**src/core/module_off_regs.svh**
```systemverilog
// Register offsets, field positions, reset values and timing for module disable
`ifndef MODULE_OFF_REGS_SVH
`define MODULE_OFF_REGS_SVH

`define MOD_OFF_ADDR_W 3
`define MOD_OFF_REG0_ADDR 3'h0
`define MOD_OFF_REG1_ADDR 3'h1
`define MOD_OFF_REG2_ADDR 3'h2
`define MOD_OFF_REG3_ADDR 3'h3
`define MOD_OFF_REG4_ADDR 3'h4
`define MOD_OFF_REG5_ADDR 3'h5
`define MOD_OFF_REG6_ADDR 3'h6
`define MOD_OFF_REG7_ADDR 3'h7

// Writable masks; clear bits are unimplemented and read zero
`define MOD_OFF_REG0_MASK 8'hff
`define MOD_OFF_REG1_MASK 8'hff
`define MOD_OFF_REG2_MASK 8'h67
`define MOD_OFF_REG3_MASK 8'hff
`define MOD_OFF_REG4_MASK 8'he0
`define MOD_OFF_REG5_MASK 8'h37
`define MOD_OFF_REG6_MASK 8'h3f
`define MOD_OFF_REG7_MASK 8'h03
`define MOD_OFF_RESET 8'h00

// Field positions in register 0
`define CHANGE_DETECT_OFF_BIT 0
`define NONVOLATILE_ACCESS_OFF_BIT 2
`define MEMORY_SCAN_OFF_BIT 3
`define SYSTEM_CLOCK_NETWORK_OFF_BIT 7
// Field positions in register 1
`define TIMER_ONE_OFF_BIT 1
`define TIMER_THREE_OFF_BIT 3
`define TIMER_FIVE_OFF_BIT 5
// Field positions in register 7
`define DMA_CHANNEL_ONE_OFF_BIT 0
`define DMA_CHANNEL_TWO_OFF_BIT 1

// Settling time after the nonvolatile module is switched back on
`define NVM_SETTLE_NS 1000
`define CLK_SYS_PERIOD_NS 20
`define NVM_SETTLE_CYCLES (`NVM_SETTLE_NS / `CLK_SYS_PERIOD_NS)

`endif

```
**src/core/module_off_pkg.sv**
```systemverilog
// Types shared by the module disable block
`default_nettype none
package module_off_pkg;
    // Register port request
    typedef struct packed {
        logic [2:0] addr;
        logic [7:0] wdata;
        logic wr;
        logic rd;
    } reg_req_t;

    // Gating answer for one peripheral
    typedef struct packed {
        logic clk_en;
        logic reset_hold;
    } gate_t;
endpackage
`default_nettype wire

```
**src/core/module_off_control.sv**
```systemverilog
// Peripheral module disable registers and per-module clock/reset gating
`include "module_off_regs.svh"
`default_nettype none
module module_off_control #(
    parameter int NUM_REGS = 8,
    parameter int REG_W = 8
) (
    input wire logic clk_sys,
    input wire logic resetn,
    input wire logic ce,
    input wire logic [2:0] reg_addr,
    input wire logic [7:0] reg_wdata,
    input wire logic reg_wr,
    input wire logic reg_rd,
    output logic [7:0] reg_rdata,
    input wire logic scan_allow_config,
    output logic [63:0] module_clk_en,
    output logic [63:0] module_reset_hold,
    output logic change_detect_off,
    output logic memory_scan_off,
    output logic nonvolatile_access_off,
    output logic nonvolatile_ready,
    output logic system_clock_network_off,
    output logic dma_channel_one_off,
    output logic dma_channel_two_off,
    output logic timer_one_off,
    output logic timer_three_off,
    output logic timer_five_off
);
    // -------------------------------------------------------------------
    // Elaboration checks
    // -------------------------------------------------------------------
    // The map and masks are fixed at eight byte-wide registers
    if (NUM_REGS != 8 || REG_W != 8) begin : g_bad_size
        $error("module_off_control supports only 8 registers of 8 bits");
    end

    localparam int SETTLE_RAW = `NVM_SETTLE_CYCLES;
    localparam int SETTLE_CYC = (SETTLE_RAW < 1) ? 1 : SETTLE_RAW;
    localparam logic [7:0] SETTLE_CNT = 8'(SETTLE_CYC);

    // -------------------------------------------------------------------
    // Reset release
    // -------------------------------------------------------------------
    logic rst_meta_reg;
    logic rst_n;

    // Async assert, sync release so no register leaves reset mid-edge
    always_ff @(posedge clk_sys or negedge resetn) begin
        if (!resetn) begin
            rst_meta_reg <= 1'b0;
            rst_n <= 1'b0;
        end else begin
            rst_meta_reg <= 1'b1;
            rst_n <= rst_meta_reg;
        end
    end

    // -------------------------------------------------------------------
    // Scan configuration input synchroniser
    // -------------------------------------------------------------------
    logic scan_meta_reg;
    logic scan_sync_reg;

    // Config bit arrives from another domain; two stages before use
    always_ff @(posedge clk_sys or negedge rst_n) begin
        if (!rst_n) begin
            scan_meta_reg <= 1'b0;
            scan_sync_reg <= 1'b0;
        end else if (ce) begin
            scan_meta_reg <= scan_allow_config;
            scan_sync_reg <= scan_meta_reg;
        end
    end

    // -------------------------------------------------------------------
    // Disable register file
    // -------------------------------------------------------------------
    module_off_pkg::reg_req_t req;
    logic [7:0] mask [8];
    logic [7:0] off_reg [8];
    logic [7:0] off_next [8];
    logic [7:0] rdata_reg;
    logic [7:0] rdata_next;

    assign req.addr = reg_addr;
    assign req.wdata = reg_wdata;
    assign req.wr = reg_wr;
    assign req.rd = reg_rd;

    assign mask[0] = `MOD_OFF_REG0_MASK;
    assign mask[1] = `MOD_OFF_REG1_MASK;
    assign mask[2] = `MOD_OFF_REG2_MASK;
    assign mask[3] = `MOD_OFF_REG3_MASK;
    assign mask[4] = `MOD_OFF_REG4_MASK;
    assign mask[5] = `MOD_OFF_REG5_MASK;
    assign mask[6] = `MOD_OFF_REG6_MASK;
    assign mask[7] = `MOD_OFF_REG7_MASK;

    // Write only touches implemented bits of the addressed register
    always_comb begin
        for (int i = 0; i < 8; i++) begin
            off_next[i] = off_reg[i];
            if (req.wr && req.addr == 3'(i)) begin
                off_next[i] = req.wdata & mask[i];
            end
        end
        rdata_next = 8'h00;
        if (req.rd) begin
            rdata_next = off_reg[req.addr] & mask[req.addr];
        end
    end

    // Every register comes out of reset cleared, all modules running
    always_ff @(posedge clk_sys or negedge rst_n) begin
        if (!rst_n) begin
            for (int i = 0; i < 8; i++) begin
                off_reg[i] <= `MOD_OFF_RESET;
            end
            rdata_reg <= 8'h00;
        end else if (ce) begin
            for (int i = 0; i < 8; i++) begin
                off_reg[i] <= off_next[i];
            end
            rdata_reg <= rdata_next;
        end
    end

    // Read data stands only in the cycle after the read strobe
    assign reg_rdata = rdata_reg;

    // -------------------------------------------------------------------
    // Effective disable vector, one bit per peripheral slot
    // -------------------------------------------------------------------
    logic [63:0] off_vec;

    // Scan disable is masked off unless configuration permits it
    always_comb begin
        for (int i = 0; i < 8; i++) begin
            off_vec[i*8 +: 8] = off_reg[i] & mask[i];
        end
        off_vec[`MEMORY_SCAN_OFF_BIT] =
            off_reg[0][`MEMORY_SCAN_OFF_BIT] & scan_sync_reg;
    end

    // -------------------------------------------------------------------
    // Per-module gates
    // -------------------------------------------------------------------
    // Each slot has its own gate so bits never interact
    for (genvar g = 0; g < 64; g++) begin : g_gate
        module_off_pkg::gate_t gate;
        module_gate u_gate (
            .clk_sys(clk_sys),
            .rst_n(rst_n),
            .ce(ce),
            .off(off_vec[g]),
            .gate(gate)
        );
        assign module_clk_en[g] = gate.clk_en;
        assign module_reset_hold[g] = gate.reset_hold;
    end

    // -------------------------------------------------------------------
    // Named function controls
    // -------------------------------------------------------------------
    assign change_detect_off = off_vec[`CHANGE_DETECT_OFF_BIT];
    assign memory_scan_off = off_vec[`MEMORY_SCAN_OFF_BIT];
    assign nonvolatile_access_off = off_vec[`NONVOLATILE_ACCESS_OFF_BIT];
    assign system_clock_network_off =
        off_vec[`SYSTEM_CLOCK_NETWORK_OFF_BIT];
    assign timer_one_off = off_vec[8 + `TIMER_ONE_OFF_BIT];
    assign timer_three_off = off_vec[8 + `TIMER_THREE_OFF_BIT];
    assign timer_five_off = off_vec[8 + `TIMER_FIVE_OFF_BIT];
    assign dma_channel_one_off =
        off_vec[56 + `DMA_CHANNEL_ONE_OFF_BIT];
    assign dma_channel_two_off =
        off_vec[56 + `DMA_CHANNEL_TWO_OFF_BIT];

    // -------------------------------------------------------------------
    // Nonvolatile settling indicator
    // -------------------------------------------------------------------
    logic [7:0] settle_reg;
    logic [7:0] settle_next;

    // Software is expected to wait; this shows when the wait is over
    always_comb begin
        settle_next = settle_reg;
        if (nonvolatile_access_off) begin
            settle_next = SETTLE_CNT;
        end else if (settle_reg != 8'h00) begin
            settle_next = settle_reg - 8'h01;
        end
    end

    always_ff @(posedge clk_sys or negedge rst_n) begin
        if (!rst_n) begin
            settle_reg <= 8'h00;
        end else if (ce) begin
            settle_reg <= settle_next;
        end
    end

    assign nonvolatile_ready =
        ~nonvolatile_access_off & (settle_reg == 8'h00);

    // -------------------------------------------------------------------
    // Checks
    // -------------------------------------------------------------------
    property p_gate_off;
        @(posedge clk_sys) disable iff (!rst_n)
        off_vec[12] |-> !module_clk_en[12] && module_reset_hold[12];
    endproperty
    a_gate_off: assert property (p_gate_off)
        else $error("disabled module not gated");

    property p_change_detect;
        @(posedge clk_sys) disable iff (!rst_n)
        ce && req.wr && req.addr == 3'h0 ##1 1'b1
            |-> change_detect_off == $past(req.wdata[0]);
    endproperty
    a_change_detect: assert property (p_change_detect)
        else $error("change detect off not following write");

    property p_scan_gate;
        @(posedge clk_sys) disable iff (!rst_n)
        !scan_sync_reg |-> !memory_scan_off;
    endproperty
    a_scan_gate: assert property (p_scan_gate)
        else $error("scan disable acted without config");

    property p_dma_two;
        @(posedge clk_sys) disable iff (!rst_n)
        ce && req.wr && req.addr == 3'h7
            |=> dma_channel_two_off == $past(req.wdata[1])
                && !module_clk_en[57] == dma_channel_two_off;
    endproperty
    a_dma_two: assert property (p_dma_two)
        else $error("dma two disable wrong");

    property p_dma_one;
        @(posedge clk_sys) disable iff (!rst_n)
        ce && req.wr && req.addr == 3'h7
            |=> dma_channel_one_off == $past(req.wdata[0]);
    endproperty
    a_dma_one: assert property (p_dma_one)
        else $error("dma one disable wrong");

    property p_timers;
        @(posedge clk_sys) disable iff (!rst_n)
        ce && req.wr && req.addr == 3'h1
            |=> {timer_five_off, timer_three_off, timer_one_off}
                == {$past(req.wdata[5]), $past(req.wdata[3]),
                    $past(req.wdata[1])};
    endproperty
    a_timers: assert property (p_timers)
        else $error("timer disable bits wrong");

    property p_unimpl_zero;
        @(posedge clk_sys) disable iff (!rst_n)
        ce && req.rd && req.addr == 3'h7 |=> reg_rdata[7:2] == 6'h00;
    endproperty
    a_unimpl_zero: assert property (p_unimpl_zero)
        else $error("unimplemented bits read nonzero");

    property p_power;
        @(posedge clk_sys) disable iff (!rst_n)
        $rose(off_vec[0]) |-> !module_clk_en[0] ##1 module_reset_hold[0];
    endproperty
    a_power: assert property (p_power)
        else $error("clock not removed on disable");

    property p_settle;
        @(posedge clk_sys) disable iff (!rst_n)
        ce && $fell(nonvolatile_access_off) |-> !nonvolatile_ready;
    endproperty
    a_settle: assert property (p_settle)
        else $error("nonvolatile ready too early");

    property p_indep;
        @(posedge clk_sys) disable iff (!rst_n)
        ce && req.wr && req.addr == 3'h3 |=> $stable(off_reg[4]);
    endproperty
    a_indep: assert property (p_indep)
        else $error("write disturbed another register");
endmodule
`default_nettype wire

```
**src/core/module_gate.sv**
```systemverilog
// Per-peripheral clock gate enable and reset hold derived from one disable bit
`default_nettype none
module module_gate (
    input wire logic clk_sys,
    input wire logic rst_n,
    input wire logic ce,
    input wire logic off,
    output var module_off_pkg::gate_t gate
);
    logic hold_reg;
    logic hold_next;

    // Reset is raised at once with the disable; released a cycle after clock
    // returns, so the peripheral sees one clean edge while still in reset
    always_comb begin
        hold_next = off;
    end

    always_ff @(posedge clk_sys or negedge rst_n) begin
        if (!rst_n) begin
            hold_reg <= 1'b0;
        end else if (ce) begin
            hold_reg <= hold_next;
        end
    end

    assign gate.clk_en = ~off;
    assign gate.reset_hold = off | hold_reg;
endmodule
`default_nettype wire

```
**config.mk**
```make
export PLATFORM = sky130hd
export DESIGN_NAME = module_off_control
export DESIGN_NICKNAME = d
export VERILOG_FILES = /design/src/core/module_off_pkg.sv /design/src/core/module_off_control.sv /design/src/core/module_gate.sv
export VERILOG_INCLUDE_DIRS = /design/src /design/src/core
export SDC_FILE = /design/constraint.sdc
export NUM_CORES = 1
export LEC_CHECK = 0
export BUFFER_PORTS_ARGS = -buffer_cell sky130_fd_sc_hd__clkbuf_2
export CAP_MARGIN = 15
export CORE_MARGIN = 1
export CORE_UTILIZATION = 45
export DETAILED_ROUTE_END_ITERATION = 12
export PLACE_DENSITY = 0.7
export SYNTH_ARGS = -nofsm -noshare
export SYNTH_HDL_FRONTEND = slang
export SYNTH_HIERARCHICAL = 1
export SYNTH_SLANG_ARGS = --single-unit
```
**constraint.sdc**
```tcl
create_clock -name clk_sys -period 12.3 [get_ports clk_sys]
set_clock_uncertainty 0.05 [all_clocks]
set_input_delay 3.075 -clock clk_sys [delete_from_list [all_inputs] [get_ports clk_sys]]
set_output_delay 3.075 -clock clk_sys [all_outputs]
set_load 0.005 [all_outputs]
```
==> flow_summary.yaml <==
status:
  status: "finished, final reports clean"
setup_path:
  rr_endpoint: "settle_reg[4]$_DFFE_PN0P_"
  crit_type: "in -> reg"
  r2r-start: "settle_reg[4]$_DFFE_PN0P_"
  worst_setup_path_end_kind: "register"
  reg2reg_slack_ps: 10700
  r2r_cells: 4
  crit_path_start: "ce"
  worstPathMaxFanout: 48
  crit_end: "settle_reg[4]$_DFFE_PN0P_"
  worstPathArrival_ps: 5030
  worst_setup_path_start_kind: "input pin"
  worst-endpoint-required_ps: 12540
final_layout:
  fill_cells: 1114
  fin_util_pct: 59.9
  drive_gt1_share_pct: 42.1
  area_growth_pct: 27.3
  nNetsFinal: 739
  antenna_cells: 0
  largest_reg_flops: 64
timing:
  layout_setup_ws_ps: 7510
  relSlewSlack_pct: 49.3
  maxSlewViolCount: 0
  tns_ps: 0
  grt_setup_unrepaired: "false"
  final_hold_viol_count: 0
  fin_crit_sh_pct: 39.0
  min_period_ps: 4790
  finalSetupViolCount: 0
  tightest_slew_ps: 761
  timing.hold.ws_ps: 265
  fmax_mhz: 209
grt:
  grt_pass1_vias: 4196
  grt_pass1_wl_um: 22500
  grt.total_usage_pct: 20.2
  grt_antenna_before_repair: 0
  overflow: 0
  grt_max_degree: 87
power_and_ir_drop:
  powerDensity_nw_per_um2: 185
  intPower_uw: 1050
  combPwrFrac_pct: 24.6
  p_leak_uw: 0.00411
  clockPowerShare_pct: 33.8
  p_switching_uw: 433
  p_seq_share_pct: 41.5
  peakVddDrop_v: 0.0000789
  switching_share_pct: 29.1
synthesis:
  synth.most_common_cell: "dfrtp_1"
  yosysSeqAreaShare_pct: 51.0
  ys_types: 47
  synth_area_leaders: "dfrtp_1, mux2_4, mux2_2"
  syn_area_um2: 6330
  ys_ff_latch: 129
  synth-edff-count: 0
  yosysTopAreaCell: "dfrtp_1"
  syn_inst: 502
  ys_top_cells_by_count: "dfrtp_1, inv_1, mux2_4, or2_1, mux2_2"
  synth_flop_cell: "dfrtp_1"
  async_reset_ff_share_pct: 100
  yosysWarnings: 6
  yosysTopAreaCellShare_pct: 51.0
  syn-mean-instance-area_um2: 12.6
job:
  cap_violations: 0
clocking:
  cts_resized: 0
  numCtsBuffers: 17
  h-tree-depth: 4
  numClockSinks: 129
  worstSkewPairLatency_ps: 410
  clk_pin_slew_ps: 60
  clock-root-buffer: "clkbuf_16"
  cts_setup_buffers: 0
  cts-hold-fix-buffers: 0
  ctsLongestPathBuffers: 2
  cts_tree: "built"
floorplan:
  start_util_pct: 47.0
  dieWidth_um: 121
  ios: 163
  dieArea_um2: 14500
  coreArea_um2: 13500
  die_h_um: 121
  num_rows: 42
placement:
  post-place-ws_ps: 7070
  place_hpwl_um: 9650
  portBuffers: 143
  place.gp.congestion: 0.829
drt:
  wire_per_inst_um: 15.5
  drt_first_pass_iters: 4
  drtAntennaViolNets: 0
  finalWirelength_um: 14000
  drc: 0
  via_per_inst: 4.78
  drt_iter0_drc: 237
  vias: 4313
min_path:
  hold_path_class: "reg -> async"
==> worst min path at each step <==
stage                                       from                                endpoint  slack (ps)
after floorplan           rst_meta_reg$_DFF_PN0_                         rst_n$_DFF_PN0_         280
after global placement           rst_n$_DFF_PN0_  g_gate[43].u_gate/hold_reg$_DFFE_PN0P_         280
after detailed placement         rst_n$_DFF_PN0_  g_gate[46].u_gate/hold_reg$_DFFE_PN0P_         290
after CTS                        rst_n$_DFF_PN0_  g_gate[46].u_gate/hold_reg$_DFFE_PN0P_         290
after global routing             rst_n$_DFF_PN0_  g_gate[43].u_gate/hold_reg$_DFFE_PN0P_         320
final                            rst_n$_DFF_PN0_  g_gate[46].u_gate/hold_reg$_DFFE_PN0P_         260
==> layer usage <==
metal / up-vias / global-route usage, % / wire [µm]
met5: - / 0 / 0
met4: 0 / 6.94 / 216
met3: 18 / 4.58 / 674
met2: 141 / 31.2 / 6590
met1: 2101 / 28.1 / 6530
li1: 2053 / - / -
==> through the flow <==
stage                     power, µW  instance area (µm²)  instances
after floorplan                 828                 6540        558
after global placement          975                 7440        870
after detailed placement        989                 7440        870
after CTS                      1490                 8040        902
after global routing           1570                 8060        903
final                          1490                 8060        903
==> cell families (layout without fill, tap and decap cells) <==
logic type               after synthesis  in the layout  synth area share [%]
AND/OR/NAND/NOR                      117            117                  11.1
multiplexers                         124            124                  26.5
buffers and inverters                 88            257                  5.60
AO/OA/AOI/OAI                         34             34                  4.11
flip-flops                           129            129                  51.0
adder cells (fa/ha/maj)                8              8                  1.58
other                                  2             58                 0.119
==> worst max-delay path, stage by stage <==
cell	delay, ps
buf_4	580
buf_4	700
nand3_1	250
a221o_1	340
==> area by class of cell <==
type                       count  area [µm²]  share of cell area [%]
sequential                   129        3230                    40.1
tap                          176         220                    2.73
clock inverter                12         131                    1.63
multi-input combinational    341        2960                    36.7
clock buffer                  20         467                    5.79
timing repair buffer         146         753                    9.35
inverter                      79         297                    3.68
==> cell usage in the layout, fill, tap and decap left out, drive strengths merged, types with 2 or more instances in the layout <==
master / count
clkbuf: 162
dfrtp: 129
mux2: 116
inv: 81
or2: 64
conb: 58
nand2: 13
nor2: 11
ha: 8
o22ai: 6
nand3: 5
o21ai: 5
nor2b: 5
nor3: 5
mux2i: 4
a22oi: 4
mux4: 4
clkinvlp: 4
nand4: 4
clkinv: 4
buf: 4
and3: 3
a221oi: 3
a2bb2oi: 2
a221o: 2
a21oi: 2
o221ai: 2
a21o: 2
o32ai: 2
bufinv: 2
and4b: 2
==> power groups by stage <==
stage	clock, µW	sequential [µW]	combinational (µW)
finish	503	618	367
global route	528	633	404
CTS	507	618	370
detailed placement	0	622	367
global placement	0	617	358
floorplan	0	592	236
Power figures use the tool's default switching activity.
